$ cat src/verilog/sus_pkg.sv
// Package: register map, field layout, reset values and state types of the serial stop unit
package sus_pkg;

	// ==========================================================================
	// Geometry
	// ==========================================================================
	localparam int NCH   = 4;
	localparam int NPIN  = 8;
	localparam int AW    = 8;
	localparam int DW    = 32;

	// Shared pin layout: channel n uses pin 2n for data, pin 2n+1 for clock
	localparam int RX0_PIN = 2;
	localparam int RX1_PIN = 6;

	// ==========================================================================
	// Register byte offsets
	// ==========================================================================
	localparam logic [AW-1:0] OFS_RX_FILTER    = 8'h00;
	localparam logic [AW-1:0] OFS_PER_CLK      = 8'h04;
	localparam logic [AW-1:0] OFS_INPUT_SWITCH = 8'h08;
	localparam logic [AW-1:0] OFS_OUT_ENABLE   = 8'h0C;
	localparam logic [AW-1:0] OFS_OUT_LEVEL    = 8'h10;
	localparam logic [AW-1:0] OFS_STOP_TRIG    = 8'h14;
	localparam logic [AW-1:0] OFS_START_TRIG   = 8'h18;
	localparam logic [AW-1:0] OFS_ENABLE_STAT  = 8'h1C;
	localparam logic [AW-1:0] OFS_PIN_MODE     = 8'h20;
	localparam logic [AW-1:0] OFS_PIN_DIR      = 8'h24;
	localparam logic [AW-1:0] OFS_PORT_LATCH   = 8'h28;
	localparam logic [AW-1:0] OFS_PIN_INBUF    = 8'h2C;
	localparam logic [AW-1:0] OFS_PIN_DRIVE    = 8'h30;
	localparam logic [AW-1:0] OFS_PIN_LEVEL    = 8'h34;

	// ==========================================================================
	// Field positions and masks
	// ==========================================================================
	localparam int BIT_UART0_FILTER = 0;
	localparam int BIT_UART1_FILTER = 2;
	localparam int BIT_UNIT_CLOCK   = 2;
	localparam int BIT_SS_ENABLE    = 7;
	localparam int CKO_LSB          = 8;
	localparam logic [7:0]  RX_FILTER_MASK = 8'h05;
	localparam logic [15:0] OUT_LEVEL_MASK = 16'h0F0F;

	// ==========================================================================
	// Reset values
	// ==========================================================================
	localparam logic [7:0]     RST_RX_FILTER  = 8'h00;
	localparam logic [7:0]     RST_PER_CLK    = 8'h00;
	localparam logic           RST_SS_ENABLE  = 1'h0;
	localparam logic [NCH-1:0] RST_OUT_ENABLE = 4'h0;
	localparam logic [15:0]    RST_OUT_LEVEL  = 16'h0F0F;
	localparam logic [NCH-1:0] RST_ENABLE     = 4'h0;
	localparam logic [7:0]     RST_PIN_MODE   = 8'hFF;
	localparam logic [7:0]     RST_PIN_DIR    = 8'hFF;
	localparam logic [7:0]     RST_PORT_LATCH = 8'h00;
	localparam logic [7:0]     RST_PIN_INBUF  = 8'h00;
	localparam logic [7:0]     RST_PIN_DRIVE  = 8'h00;

	// ==========================================================================
	// State types
	// ==========================================================================
	typedef struct packed {
		logic [7:0]      rx_filter_enable;
		logic [7:0]      peripheral_clock_enable;
		logic            slave_select_input_enable;
		logic [NCH-1:0]  serial_output_enable;
		logic [15:0]     serial_output_level;
		logic [NCH-1:0]  channel_stop_trigger;
		logic [NCH-1:0]  channel_enable_status;
		logic [NPIN-1:0] pin_mode_control;
		logic [NPIN-1:0] pin_direction;
		logic [NPIN-1:0] port_latch;
		logic [NPIN-1:0] pin_input_buffer_select;
		logic [NPIN-1:0] pin_output_drive_select;
		logic [NPIN-1:0] pin_out;
		logic [NPIN-1:0] pin_oe;
		logic            ack;
		logic [DW-1:0]   rdata;
	} sus_regs_s;

	typedef struct packed {
		logic [1:0] sync;
		logic       prev;
		logic       clean;
	} sus_filt_s;

	localparam logic FILT_IDLE = 1'h1;

endpackage

$ cat src/verilog/sus_in_filter.sv
// Input synchroniser with optional two-clock match noise filter
`timescale 1ns/10ps
module sus_in_filter
	import sus_pkg::*;
(
	// Clock and reset
	input  wire logic clk,
	input  wire logic srst,
	// Control and data
	input  wire logic filt_on,
	input  wire logic raw,
	output logic      clean
);

	// ==========================================================================
	// State
	// ==========================================================================
	sus_filt_s q;
	sus_filt_s d;

	always_comb begin
		d         = q;
		d.sync[0] = raw;
		d.sync[1] = q.sync[0];
		d.prev    = q.sync[1];
		if (filt_on) begin
			// Accept a level only after it matched on two consecutive clocks
			if (q.sync[1] == q.prev) begin
				d.clean = q.sync[1];
			end
		end else begin
			d.clean = q.sync[1];
		end
	end

	always_ff @(posedge clk) begin
		if (srst) begin
			q <= '{sync: {FILT_IDLE, FILT_IDLE}, prev: FILT_IDLE, clean: FILT_IDLE};
		end else begin
			q <= d;
		end
	end

	assign clean = q.clean;

endmodule

$ cat src/verilog/sus_top.sv
// Serial unit stop control, pin function routing and receive noise filtering
`timescale 1ns/10ps

// How it works
// - First receive pin filter bit: 0 turns filter off, 1 turns it on.
// - Filter on: synchronise, then accept after two matching clocks; off: synchronise only.
// - Pin drives serial output only with mode and direction 0, latch 1.
// - Pin delivers serial input when direction 1 and mode 0, any latch.
// - Output drive bit 1 makes the serial output open-drain, low only.
// - Input buffer bit 1 selects the TTL threshold input buffer.
// - Stopped channel does not communicate; its pins act as port pins.
// - Peripheral enable bit 2 gates the whole unit's input clock.
// - Unit clock bit 0 stops the clock, 1 supplies it.
// - Unit clock off: control register writes ignored, reads give reset values.
// - Input switch, filter and port registers stay usable with clock off.
// - Stop bit is a trigger; it clears itself once enable status is 0.
// - Enable status is read-only, cleared only through the stop trigger.
// - Clock output level bit is writable only while the channel is stopped.
// - Data output level bit is writable only while serial output is off.
// - Slave-select enable 0 ignores the slave-select pin.
// - Slave-select high blocks transfer; low permits it per mode settings.
module sus_top
	import sus_pkg::*;
(
	// Clock and reset
	input  wire logic            clk,
	input  wire logic            srst,
	// Avalon-MM slave
	input  wire logic [AW-1:0]   avs_address,
	input  wire logic            avs_read,
	input  wire logic            avs_write,
	input  wire logic [DW-1:0]   avs_writedata,
	input  wire logic [3:0]      avs_byteenable,
	output logic [DW-1:0]        avs_readdata,
	output logic                 avs_waitrequest,
	// Shared port pins
	input  wire logic [NPIN-1:0] pin_in,
	output logic [NPIN-1:0]      pin_out,
	output logic [NPIN-1:0]      pin_oe,
	output logic [NPIN-1:0]      pin_ttl_select,
	input  wire logic            slave_select_pin,
	// Transfer engine side
	input  wire logic [NCH-1:0]  eng_data_out,
	input  wire logic [NCH-1:0]  eng_clk_out,
	output logic [NCH-1:0]       ser_data_in,
	output logic [NCH-1:0]       ser_clk_in,
	output logic [NCH-1:0]       chan_run,
	output logic                 transfer_permit0,
	output logic                 serial_unit_clock_on,
	output logic [7:0]           peripheral_enable
);

	// ==========================================================================
	// Helpers
	// ==========================================================================
	function automatic logic [15:0] lane_merge(
		input logic [15:0] old_val,
		input logic [DW-1:0] wdata,
		input logic [3:0] be
	);
		logic [15:0] res;
		res = old_val;
		if (be[0]) begin
			res[7:0] = wdata[7:0];
		end
		if (be[1]) begin
			res[15:8] = wdata[15:8];
		end
		return res;
	endfunction

	function automatic logic [DW-1:0] zext8(input logic [7:0] v);
		return {24'h000000, v};
	endfunction

	// ==========================================================================
	// State
	// ==========================================================================
	sus_regs_s q;
	sus_regs_s d;

	logic            unit_on;
	logic            access;
	logic            wr_take;
	logic [AW-1:0]   word_addr;
	logic [15:0]     wr16;
	logic [NCH-1:0]  run_eff;
	logic [NPIN-1:0] filt_on;
	logic [NPIN-1:0] clean;
	logic [NPIN-1:0] in_ok;
	logic [NPIN-1:0] nxt_out;
	logic [NPIN-1:0] nxt_oe;
	logic [15:0]     lvl_wr;
	logic [DW-1:0]   rd_val;

	assign unit_on   = q.peripheral_clock_enable[BIT_UNIT_CLOCK];
	assign access    = avs_read | avs_write;
	assign wr_take   = avs_write & q.ack;
	assign word_addr = {avs_address[AW-1:2], 2'b00};
	assign wr16      = lane_merge(16'h0000, avs_writedata, avs_byteenable);
	// Channels only operate while the unit clock is supplied
	assign run_eff   = q.channel_enable_status & {NCH{unit_on}};

	// ==========================================================================
	// Receive filters, one per shared pin
	// ==========================================================================
	genvar gi;
	generate
		for (gi = 0; gi < NPIN; gi++) begin : g_pin
			localparam int CH    = gi / 2;
			localparam bit IS_CK = (gi % 2) == 1;

			if (gi == RX0_PIN) begin : g_rx0
				assign filt_on[gi] = q.rx_filter_enable[BIT_UART0_FILTER];
			end else if (gi == RX1_PIN) begin : g_rx1
				assign filt_on[gi] = q.rx_filter_enable[BIT_UART1_FILTER];
			end else begin : g_nofilt
				assign filt_on[gi] = 1'b0;
			end

			sus_in_filter u_filt (
				.clk     (clk),
				.srst    (srst),
				.filt_on (filt_on[gi]),
				.raw     (pin_in[gi]),
				.clean   (clean[gi])
			);

			// Input path: direction 1, mode control 0; the latch plays no part
			assign in_ok[gi] = q.pin_direction[gi] & ~q.pin_mode_control[gi];

			logic ser_lvl;
			logic drv_val;
			logic drive;
			if (IS_CK) begin : g_ck
				assign ser_lvl = run_eff[CH] ? eng_clk_out[CH]
				                             : q.serial_output_level[CKO_LSB + CH];
			end else begin : g_dt
				assign ser_lvl = (run_eff[CH] & q.serial_output_enable[CH]) ? eng_data_out[CH]
				                                                           : q.serial_output_level[CH];
			end
			// With latch 0 the pin just drives a port low; latch 1 lets the serial level through
			assign drv_val     = q.port_latch[gi] & ser_lvl;
			assign drive       = ~q.pin_mode_control[gi] & ~q.pin_direction[gi];
			assign nxt_out[gi] = drv_val;
			// Open-drain only pulls low; a high level releases the pin
			assign nxt_oe[gi]  = drive & (~q.pin_output_drive_select[gi] | ~drv_val);
		end
	endgenerate

	generate
		for (gi = 0; gi < NCH; gi++) begin : g_ch
			assign ser_data_in[gi] = (in_ok[2*gi] & run_eff[gi]) ? clean[2*gi] : FILT_IDLE;
			assign ser_clk_in[gi]  = (in_ok[2*gi+1] & run_eff[gi]) ? clean[2*gi+1] : FILT_IDLE;
		end
	endgenerate

	// ==========================================================================
	// Output level write mask
	// ==========================================================================
	always_comb begin
		lvl_wr = 16'h0000;
		for (int n = 0; n < NCH; n++) begin
			lvl_wr[CKO_LSB + n] = ~q.channel_enable_status[n];
			lvl_wr[n]           = ~q.serial_output_enable[n];
		end
	end

	// ==========================================================================
	// Read mux
	// ==========================================================================
	always_comb begin
		rd_val = '0;
		unique case (word_addr)
			OFS_RX_FILTER: begin
				rd_val = zext8(q.rx_filter_enable);
			end
			OFS_PER_CLK: begin
				rd_val = zext8(q.peripheral_clock_enable);
			end
			OFS_INPUT_SWITCH: begin
				rd_val[BIT_SS_ENABLE] = q.slave_select_input_enable;
			end
			OFS_OUT_ENABLE: begin
				rd_val[NCH-1:0] = unit_on ? q.serial_output_enable : RST_OUT_ENABLE;
			end
			OFS_OUT_LEVEL: begin
				rd_val[15:0] = unit_on ? q.serial_output_level : RST_OUT_LEVEL;
			end
			OFS_STOP_TRIG: begin
				rd_val[NCH-1:0] = unit_on ? q.channel_stop_trigger : 4'h0;
			end
			OFS_ENABLE_STAT: begin
				rd_val[NCH-1:0] = unit_on ? q.channel_enable_status : RST_ENABLE;
			end
			OFS_PIN_MODE: begin
				rd_val = zext8(q.pin_mode_control);
			end
			OFS_PIN_DIR: begin
				rd_val = zext8(q.pin_direction);
			end
			OFS_PORT_LATCH: begin
				rd_val = zext8(q.port_latch);
			end
			OFS_PIN_INBUF: begin
				rd_val = zext8(q.pin_input_buffer_select);
			end
			OFS_PIN_DRIVE: begin
				rd_val = zext8(q.pin_output_drive_select);
			end
			OFS_PIN_LEVEL: begin
				rd_val = zext8(clean);
			end
			default: begin
				rd_val = '0;
			end
		endcase
	end

	// ==========================================================================
	// Next state
	// ==========================================================================
	always_comb begin
		logic [15:0] lvl_new;
		lvl_new = lane_merge(q.serial_output_level, avs_writedata, avs_byteenable);
		d = q;

		// One wait cycle per access; read data latched on the first cycle
		d.ack = access & ~q.ack;
		if (avs_read & ~q.ack) begin
			d.rdata = rd_val;
		end

		// A stop bit falls as soon as its channel reports stopped
		d.channel_stop_trigger = q.channel_stop_trigger & q.channel_enable_status;

		if (wr_take & avs_byteenable[0]) begin
			unique case (word_addr)
				OFS_RX_FILTER: begin
					// Unused positions are kept at zero
					d.rx_filter_enable = wr16[7:0] & RX_FILTER_MASK;
				end
				OFS_PER_CLK: begin
					d.peripheral_clock_enable = wr16[7:0];
				end
				OFS_INPUT_SWITCH: begin
					d.slave_select_input_enable = wr16[BIT_SS_ENABLE];
				end
				OFS_OUT_ENABLE: begin
					if (unit_on) begin
						d.serial_output_enable = wr16[NCH-1:0];
					end
				end
				OFS_STOP_TRIG: begin
					if (unit_on) begin
						// Zeros written here change nothing
						d.channel_enable_status = q.channel_enable_status & ~wr16[NCH-1:0];
						d.channel_stop_trigger  = q.channel_enable_status & wr16[NCH-1:0];
					end
				end
				OFS_START_TRIG: begin
					if (unit_on) begin
						d.channel_enable_status = q.channel_enable_status | wr16[NCH-1:0];
					end
				end
				OFS_PIN_MODE: begin
					d.pin_mode_control = wr16[7:0];
				end
				OFS_PIN_DIR: begin
					d.pin_direction = wr16[7:0];
				end
				OFS_PORT_LATCH: begin
					d.port_latch = wr16[7:0];
				end
				OFS_PIN_INBUF: begin
					d.pin_input_buffer_select = wr16[7:0];
				end
				OFS_PIN_DRIVE: begin
					d.pin_output_drive_select = wr16[7:0];
				end
				default: begin
				end
			endcase
		end

		// Level register spans two lanes; byte 1 alone may also update it
		if (wr_take & (word_addr == OFS_OUT_LEVEL) & unit_on) begin
			d.serial_output_level = ((lvl_new & lvl_wr) | (q.serial_output_level & ~lvl_wr))
			                        & OUT_LEVEL_MASK | (RST_OUT_LEVEL & ~OUT_LEVEL_MASK);
		end

		d.pin_out = nxt_out;
		d.pin_oe  = nxt_oe;
	end

	// ==========================================================================
	// Registers
	// ==========================================================================
	always_ff @(posedge clk) begin
		if (srst) begin
			q.rx_filter_enable          <= RST_RX_FILTER;
			q.peripheral_clock_enable   <= RST_PER_CLK;
			q.slave_select_input_enable <= RST_SS_ENABLE;
			q.serial_output_enable      <= RST_OUT_ENABLE;
			q.serial_output_level       <= RST_OUT_LEVEL;
			q.channel_stop_trigger      <= 4'h0;
			q.channel_enable_status     <= RST_ENABLE;
			q.pin_mode_control          <= RST_PIN_MODE;
			q.pin_direction             <= RST_PIN_DIR;
			q.port_latch                <= RST_PORT_LATCH;
			q.pin_input_buffer_select   <= RST_PIN_INBUF;
			q.pin_output_drive_select   <= RST_PIN_DRIVE;
			q.pin_out                   <= 8'h00;
			q.pin_oe                    <= 8'h00;
			q.ack                       <= 1'b0;
			q.rdata                     <= 32'h00000000;
		end else begin
			q <= d;
		end
	end

	// ==========================================================================
	// Outputs
	// ==========================================================================
	assign avs_waitrequest      = access & ~q.ack;
	assign avs_readdata         = q.rdata;
	assign pin_out              = q.pin_out;
	assign pin_oe               = q.pin_oe;
	assign pin_ttl_select       = q.pin_input_buffer_select;
	assign chan_run             = run_eff;
	assign serial_unit_clock_on = unit_on;
	assign peripheral_enable    = q.peripheral_clock_enable;
	// Pin ignored while disabled; a high level blocks channel 0 transfers
	assign transfer_permit0     = run_eff[0]
	                              & (~q.slave_select_input_enable | ~slave_select_pin);

endmodule
$ cat config.mk
export PLATFORM = sky130hd
export DESIGN_NAME = sus_top
export DESIGN_NICKNAME = d
export VERILOG_FILES = /design/src/verilog/sus_pkg.sv /design/src/verilog/sus_in_filter.sv /design/src/verilog/sus_top.sv
export SDC_FILE = /design/constraint.sdc
export NUM_CORES = 1
export LEC_CHECK = 0
export BUFFER_PORTS_ARGS = -buffer_cell sky130_fd_sc_hd__buf_4
export CAP_MARGIN = 0
export CORE_MARGIN = 4
export CORE_UTILIZATION = 49
export CTS_BUF_LIST = sky130_fd_sc_hd__clkbuf_4 sky130_fd_sc_hd__clkbuf_8 sky130_fd_sc_hd__clkbuf_16
export DETAILED_ROUTE_END_ITERATION = 10
export PLACE_DENSITY_LB_ADDON = 0.12
export REMOVE_ABC_BUFFERS = 1
export SETUP_SLACK_MARGIN = 0.4
export SKIP_CTS_REPAIR_TIMING = 1
export SLEW_MARGIN = 20
export SYNTH_ARGS = -nofsm -noshare
export SYNTH_HDL_FRONTEND = slang
export SYNTH_SLANG_ARGS = --single-unit
$ cat constraint.sdc
create_clock -name clk -period 2.1 [get_ports clk]
set_input_delay 0.42 -clock clk [delete_from_list [all_inputs] [get_ports clk]]
set_output_delay 0.42 -clock clk [all_outputs]
set_load 0.02 [all_outputs]
==> results.yml, run 1 <==
drt:
  routedWlPerCell_um: 19.1
  firstDrtPassIters: 5
  drt_iter0_drc: 426
  via_per_inst: 5.71
  drc: 0
  wirelength_mm: 17.4
  detail-route-antenna-nets: 0
  num_vias: 5209
critical_path:
  worstSetupPathType: "reg -> out"
  crit_chain: "buf_8, and2_4, nand3_1, buf_4"
  worst_setup_path_start_kind: "flip-flop"
  required_ns: 1.68
  cp_num_buf_inv: 2
  crit_path_top_delay_cell: "dfxtp_4"
  crit_family: "flip-flops"
  crit_path_max_incr_delay_ns: 0.40
  crit_fanout: 9
  cp.arrival_ns: 1.41
  critPathCaptureType: "output port"
synth:
  synthAdderAreaFrac: 0
  synth_compound_area_frac: 0.139
  muxShareOfSynthArea: 0.101
  avgSynthCellArea_um2: 9.16
  syn-instance-count: 654
  async_flop_share: 0
  synth_top_family_by_area: "simple AND/OR/NAND/NOR gates"
  synth_enable_flop_cells: 0
  synth_seq_area_share: 0.421
  yosys.area_share.simple: 0.224
  synth-seq-cells: 126
  synth_area_leader_cell: "dfxtp_1"
  yosys-top-cells-area: "dfxtp_1, mux2i_1, buf_4"
  synth_top_area_share: 0.421
  yosysWarnings: 0
  synth_area_um2: 5990
  synth_xor_xnor_area_share: 0
  synthTopCellsByCount: "dfxtp_1, buf_4, nor2_1"
  synth-main-ff-cell: "dfxtp_1"
  synth.distinct_cells: 58
  yosysMostFrequentCell: "dfxtp_1"
timing:
  drv_slew: 0
  setup_viol_count_final: 0
  timing.final.crit_period_ns: 1.83
  fin_crit_sh: 0.869
  finalWorstSetupSlack_ns: 0.275
  fmax_mhz: 548
  tightest_slew_ns: 0.761
  rsz0062_at_grt: "yes"
  hold_viol: 0
  fin_skew_ns: 0.00315
  max_slew_margin: 0.486
  setup-tns-final_ns: 0
power_and_ir_drop:
  leakage_nw: 3.23
  powerDensity_nw_per_um2: 738
  max-vdd-ir-drop_uv: 433
clocking:
  cts_sinks: 126
  max-clock-path-buffers: 2
  clk_latency_ns: 0.42
  cts.clk_slew.worst_paths_ns: 0.05
  htree_levels: 4
  cts_buffers: 17
  cts_tree: "built"
  cts_root_buf: "clkbuf_16"
die:
  rows: 40
  dieArea_um2: 14100
  start_util: 0.499
  ioPinCount: 144
  dieHeight_um: 119
  core-area_um2: 12000
  die_x_um: 119
finish:
  multi_input_area_um2: 2980
  fillers: 1034
  diodes: 0
  register_area_um2: 2530
  final_layout_size_suffix_gt1_frac: 0.347
  layout.nets: 818
  syn2layout_area_growth_pct: 26.8
place:
  io_buffers: 99
  place_ws_ns: -0.123
  place_congestion: 0.925
  dp_hpwl_mm: 12.5
status:
  status: "finished clean"
global_routing:
  grt_max_degree: 33
  grt_pass1_wl_mm: 26.6
  grt_remaining_overflow: 0
  grtUsageTotal: 0.242
  antenna_found_initial: 0
  grt_pass1_vias: 4841
flow_run:
  max-cap-violations: 0
worst_hold_path:
  min_path_type: "in -> reg"
[path summary, 6_finish.rpt]
path	start	endpoint	slack, ns	depth (start not counted)
max	peripheral_enable[2]	ser_data_in[3]	0.27	4
min	pin_in[7]	g_pin[7].u_filt.d[3]	0.18	2
max reg2reg	q[32]	avs_readdata[0]	0.47	5
min reg2reg	g_pin[5].u_filt.d[3]	g_pin[5].u_filt.d[1]	0.40	1
[cell families (layout without fill, tap and decap cells)]
group,Yosys count,in the layout
other,1,20
flip-flops,126,126
buffers and inverters,111,204
AO/OA/AOI/OAI,113,113
multiplexers,59,59
AND/OR/NAND/NOR,244,244
[per-layer routing]
layer,global-route usage,part of all wire,up-vias
li1,-,-,2437
met1,0.327,0.43,2485
met2,0.378,0.46,256
met3,0.0574,0.086,31
met4,0.0883,0.023,0
met5,0,0,-
[power breakdown]
part | internal (mW) | switching (mW) | total (mW)
Sequential | 2.41 | 0.0128 | 2.43
Combinational | 0.151 | 0.227 | 0.378
Clock | 1.79 | 1.01 | 2.80
Total | 4.35 | 1.25 | 5.60
[cells in the final DEF (no fill, tap or decap), types with 7 or more instances in the layout]
cell type  synthesis  final
buf_4             65    155
a21oi_1           27     27
nand3_1           23     20
a211oi_1           7      7
o21ai_0           10      9
nor2_1            60     59
dfxtp_1          126    120
clkbuf_16          0     17
nor3_1            18     14
nor2b_1           29     28
conb_1             1     20
mux2i_1           55     53
nand2b_1          15     15
o41a_1             8      8
nand2_1           37     35
or2_2             24     24
a211o_1           18     18
[layout make-up]
class                   instances  share of cell area
multi-input cells             436               0.392
well taps                     147              0.0242
repair buffers                165               0.171
inverters                       7             0.00346
flip-flops and latches        126               0.334
clock inverters                 7             0.00791
clock buffers                  25              0.0672
[registers in the layout, summed over array words and instances (netlist names), named ones only]
register,count
peripheral_enable,8
avs_readdata,12
g_pin.u_filt.d,16
g_pin.u_filt.q,2
pin_out,8
g_pin.u_filt.clean,8
filt_on,2
q,46
pin_oe,8
pin_ttl_select,8
[stage by stage]
| step | total power, mW | util | instances | hold WS, ns | area [um2] |
|---|---|---|---|---|---|
| detailed placement | 2.84 | 0.565 | 872 | 0.392 | 6780 |
| global placement | 2.84 | 0.565 | 872 | 0.392 | 6780 |
| finish | 5.60 | 0.632 | 913 | 0.184 | 7590 |
| CTS | 5.63 | 0.612 | 904 | 0.168 | 7350 |
| floorplan | 2.61 | - | 569 | 0.389 | 5400 |
| global route | 5.78 | 0.632 | 913 | 0.168 | 7590 |
(Power assumes the default switching activity.)
==> run 2, diff against run 1 <==
--- a/config.mk
+++ b/config.mk
@@ -5,10 +5,11 @@
 export SDC_FILE = /design/constraint.sdc
 export NUM_CORES = 1
 export LEC_CHECK = 0
+export ABC_AREA = 1
 export BUFFER_PORTS_ARGS = -buffer_cell sky130_fd_sc_hd__buf_4
 export CAP_MARGIN = 0
 export CORE_MARGIN = 4
-export CORE_UTILIZATION = 49
+export CORE_UTILIZATION = 48
 export CTS_BUF_LIST = sky130_fd_sc_hd__clkbuf_4 sky130_fd_sc_hd__clkbuf_8 sky130_fd_sc_hd__clkbuf_16
 export DETAILED_ROUTE_END_ITERATION = 10
 export PLACE_DENSITY_LB_ADDON = 0.12
==> results.yml, run 2 <==
clocking:
  cts_sinks: 126
  cts_tree: "built"
  cts.clk_slew.worst_paths_ns: 0.06
  cts_root_buf: "clkbuf_16"
  cts_buffers: 17
  htree_levels: 4
  clk_latency_ns: 0.42
  max-clock-path-buffers: 2
place:
  place_inst: 1008
  io_buffers: 99
  dp_hpwl_mm: 12.5
  place_congestion: 1.00
  place_ws_ns: 0.200
synth:
  async_flop_share: 0
  syn-instance-count: 788
  yosysWarnings: 0
  synthTopCellsByCount: "nand2_1, dfxtp_1, inv_1"
  synth.distinct_cells: 31
  synth_seq_area_share: 0.424
  synth-main-ff-cell: "dfxtp_1"
  avgSynthCellArea_um2: 7.55
  yosysMostFrequentCell: "nand2_1"
  synth_top_area_share: 0.424
  synth_area_um2: 5950
  synth_area_leader_cell: "dfxtp_1"
  synth_enable_flop_cells: 0
  synth-seq-cells: 126
  yosys-top-cells-area: "dfxtp_1, buf_4, nand2_1"
drt:
  num_vias: 5550
  wirelength_mm: 17.5
  routedWlPerCell_um: 16.6
  detail-route-antenna-nets: 0
  drc: 0
  firstDrtPassIters: 5
  via_per_inst: 5.26
  drt_iter0_drc: 547
worst_hold_path:
  hold-path-endpoint: "g_pin[2].u_filt.d[3]"
  hold_start: "pin_in[2]"
  min_path_cells: 2
  min_path_type: "in -> reg"
flow_run:
  max-cap-violations: 0
finish:
  diodes: 0
  final_common_cell: "buf_4"
  fin_cells: 1055
  regMostFlops: "q"
  final_layout_size_suffix_gt1_frac: 0.284
  layout_common_cells: "buf_4, dfxtp_1, nand2_1, inv_1, o21ai_0"
  fin_util: 0.617
  largest_reg_flops: 46
  fillers: 1086
  syn2layout_area_growth_pct: 25.0
  layout.nets: 939
  multi_input_area_um2: 2650
  register_area_um2: 2530
critical_path:
  required_ns: 1.68
  rr_endpoint: "avs_readdata[3]"
  crit_fanout: 5
  worst_setup_path_start_kind: "flip-flop"
  reg2regPathDepth: 12
  worstSetupPathType: "reg -> out"
  critPathCaptureType: "output port"
  r2r_start: "peripheral_enable[2]"
  cp.arrival_ns: 1.42
  r2r_setup_slack_ns: 0.41
power_and_ir_drop:
  total_power_mw: 5.86
  powerDensity_nw_per_um2: 788
  leakage_nw: 3.31
  max-vdd-ir-drop_uv: 509
timing:
  setup-tns-final_ns: 0
  setup_viol_count_final: 0
  fin_skew_ns: 0.00718
  timing.final.crit_period_ns: 1.84
  fmax_mhz: 542
  fin_crit_sh: 0.878
  finalWorstSetupSlack_ns: 0.255
  hold_viol: 0
  tightest_slew_ns: 0.541
  rsz0062_at_grt: "yes"
  max_slew_margin: 0.636
  drv_slew: 0
global_routing:
  met3_usage: 0.0556
  met2_usage: 0.403
  met1_usage: 0.298
  grt.busiest_layer: "met2"
  grt_remaining_overflow: 0
  grtUsageTotal: 0.244
  grt_pass1_wl_mm: 27.1
  grt_pass1_vias: 5314
  antenna_found_initial: 0
  grt_max_degree: 71
die:
  start_util: 0.493
  dieHeight_um: 119
  rows: 40
  die_x_um: 119
  ioPinCount: 144
  core-area_um2: 12100
  dieArea_um2: 14200
status:
  status: "finished clean"
[run 2: cell types whose count changed after synthesis, moves of 15 or more]
cell / change
mux2i_1: -55
a21oi_1: +34
nor2b_1: -29
nand2_1: +92
inv_1: +66
a211o_1: -18
nand3_1: +39
o21ai_0: +55
nand2b_1: -15
[run 2: where the power goes]
| group | switching [mW] | internal [mW] |
|---|---|---|
| clock network | 1.06 | 2.00 |
| logic | 0.242 | 0.124 |
| registers | 0.0140 | 2.42 |
[run 2: worst max-delay path, stage by stage (launching register included)]
cell     delay, ns
dfxtp_4       0.37
buf_12        0.13
nand2_8       0.06
buf_6         0.12
nor2_1        0.08
nand3_1       0.09
buf_6         0.15
[run 2: through the flow]
stage	hold WS (ns)	instance area (um2)
2_1_floorplan	0.389	5410
3_3_place_gp	0.391	6580
3_5_place_dp	0.396	6580
4_1_cts	0.166	7200
5_1_grt	0.170	7440
6_report	0.178	7440
[run 2: logic make-up after synthesis]
logic type / count (synthesis) / synth area share
and+or+nand+nor: 333 / 0.271
buffers and inverters: 169 / 0.153
AOI/OAI and AO/OA: 159 / 0.151
DFF: 126 / 0.424
other: 1 / 0.000630
[run 2: cell type report]
class,instances,share of cell area
sequential,126,0.340
timing repair buffer,138,0.150
tap,168,0.0283
clock inverter,10,0.0182
multi-input combinational,512,0.356
clock buffer,22,0.0656
inverter,79,0.0421
[run 2: worst max path at each step]
stage	start	endpoint	slack (ns)	cells after the start
floorplan	avs_address[7]	flip-flop	-0.45	6
global placement	avs_address[7]	avs_readdata[0]	0.22	11
detailed placement	avs_address[2]	q[52]	0.20	8
CTS	peripheral_enable[2]	ser_clk_in[3]	-0.06	5
global route	peripheral_enable[2]	ser_data_in[0]	0.23	5
finish	peripheral_enable[2]	ser_data_in[2]	0.26	6
[run 2: per-layer routing]
metal / wire length, um / up-vias
met5: 0 / -
met4: 599 / 0
met3: 1240 / 37
met2: 8400 / 240
met1: 7290 / 2568
li1: - / 2705
==> run 3, diff against run 2 <==
--- a/config.mk
+++ b/config.mk
@@ -8,8 +8,10 @@
 export ABC_AREA = 1
 export BUFFER_PORTS_ARGS = -buffer_cell sky130_fd_sc_hd__buf_4
 export CAP_MARGIN = 0
+export CELL_PAD_IN_SITES_DETAIL_PLACEMENT = 1
+export CELL_PAD_IN_SITES_GLOBAL_PLACEMENT = 2
 export CORE_MARGIN = 4
-export CORE_UTILIZATION = 48
+export CORE_UTILIZATION = 27
 export CTS_BUF_LIST = sky130_fd_sc_hd__clkbuf_4 sky130_fd_sc_hd__clkbuf_8 sky130_fd_sc_hd__clkbuf_16
 export DETAILED_ROUTE_END_ITERATION = 10
 export PLACE_DENSITY_LB_ADDON = 0.12
==> results.yml, run 3 (same netlist as run 2, synthesis figures left out) <==
critical_path:
  crit_fanout: 5
  worst_setup_path_start_kind: "flip-flop"
  crit_path_top_delay_cell: "dfxtp_4"
  crit_family: "buffers and inverters"
  cp.arrival_ns: 1.48
  worstSetupPathType: "reg -> out"
  crit_chain: "nand2_1, clkinvlp_4, nand3_2, buf_4"
  required_ns: 1.68
  cp_num_buf_inv: 2
  critPathCaptureType: "output port"
  crit_path_max_incr_delay_ns: 0.37
clocking:
  cts_root_buf: "clkbuf_16"
  cts.clk_slew.worst_paths_ns: 0.06
  max-clock-path-buffers: 2
  cts_buffers: 17
  cts_sinks: 126
  htree_levels: 4
  cts_tree: "built"
  clk_latency_ns: 0.43
power_and_ir_drop:
  p_int_mw: 4.55
  switching_share: 0.246
  clockPowerShare: 0.534
  max-vdd-ir-drop_uv: 498
  power_frac_comb: 0.063
  leakage_nw: 3.36
  total_power_mw: 6.04
  p_seq_frac: 0.403
  switching_power_mw: 1.49
  powerDensity_nw_per_um2: 793
die:
  start_util: 0.273
  die_x_um: 156
  rows: 54
  ioPinCount: 144
  dieArea_um2: 24500
  core-area_um2: 21800
  dieHeight_um: 156
global_routing:
  grt_pass1_wl_mm: 33.4
  grt_pass1_vias: 5911
  grt_remaining_overflow: 0
  grtUsageTotal: 0.179
  grt_max_degree: 38
  antenna_found_initial: 0
timing:
  fin_crit_sh: 0.904
  hold_viol: 0
  setup_viol_count_final: 0
  fmax_mhz: 527
  setup-tns-final_ns: 0
  timing.final.crit_period_ns: 1.90
  rsz0062_at_grt: "yes"
  drv_slew: 0
  fin_skew_ns: 0.00973
drt:
  wirelength_mm: 21.6
  num_vias: 5573
  drt_iter0_drc: 228
  drc: 0
  detail-route-antenna-nets: 0
  routedWlPerCell_um: 18.3
  via_per_inst: 4.73
  firstDrtPassIters: 4
place:
  io_buffers: 99
  place_congestion: 0.842
  place_inst: 1137
  placed_cell_area_um2: 6850
  dp_hpwl_mm: 16.5
finish:
  layout_common_cells: "buf_4, nand2_1, dfxtp_1, inv_1, o21ai_0"
  fin_cells: 1178
  layout.nets: 950
  regMostFlops: "q"
  stdcell_area_um2: 7620
  diodes: 0
  final_layout_size_suffix_gt1_frac: 0.286
  final_common_cell: "buf_4"
  syn2layout_area_growth_pct: 28.1
  largest_reg_flops: 46
worst_hold_path:
  min_path_type: "in -> reg"
status:
  status: "finished clean"
flow_run:
  max-cap-violations: 0
[run 3: metal layers]
layer  share of wire  global-route usage
met1            0.46               0.228
met2            0.48               0.300
met3           0.034              0.0379
met4           0.028              0.0636
met5               0                   0
[run 3: through the flow]
stage | utilization | setup WS, ns | hold WS (ns)
after global placement | 0.315 | 0.207 | 0.392
final | 0.350 | 0.203 | 0.172
after global routing | 0.350 | 0.142 | 0.157
after floorplan | - | -0.451 | 0.389
after detailed placement | 0.315 | 0.201 | 0.400
after CTS | 0.344 | -0.244 | 0.151
[run 3: area by class of cell]
| class | instances | area (um2) |
|---|---|---|
| fillers | 2665 | 14100 |
| multi-input cells | 512 | 2630 |
| flip-flops and latches | 126 | 2530 |
| repair buffers | 149 | 1170 |
| clock buffers | 17 | 425 |
| well taps | 280 | 350 |
| inverters | 79 | 309 |
| clock inverters | 15 | 209 |
[run 3: path summary, 6_finish.rpt]
check,cells past startpoint,slack (ns),start,endpoint
worst max-delay path,4,0.20,peripheral_enable[2],ser_clk_in[3]
worst min register to register,1,0.41,g_pin[2].u_filt.d[3],g_pin[2].u_filt.d[1]
worst max register to register,8,0.50,peripheral_enable[2],pin_oe[7]
worst min-delay path,2,0.17,pin_in[2],g_pin[2].u_filt.d[3]
[run 3: worst reg2reg max path, delay by kind of cell, from the launching register on]
kind            cells  cell delay (ns)
buf+inv             2             0.47
flops               1             0.37
simple gates        5             0.54
compound gates      1             0.11
[run 3: power by group through the flow]
stage	Clock, mW	Combinational (mW)	Sequential, mW
6_report	3.22	0.383	2.43
5_1_grt	3.43	0.419	2.44
4_1_cts	3.30	0.386	2.44
3_5_place_dp	0	0.385	2.49
3_3_place_gp	0	0.378	2.49
2_1_floorplan	0	0.167	2.50
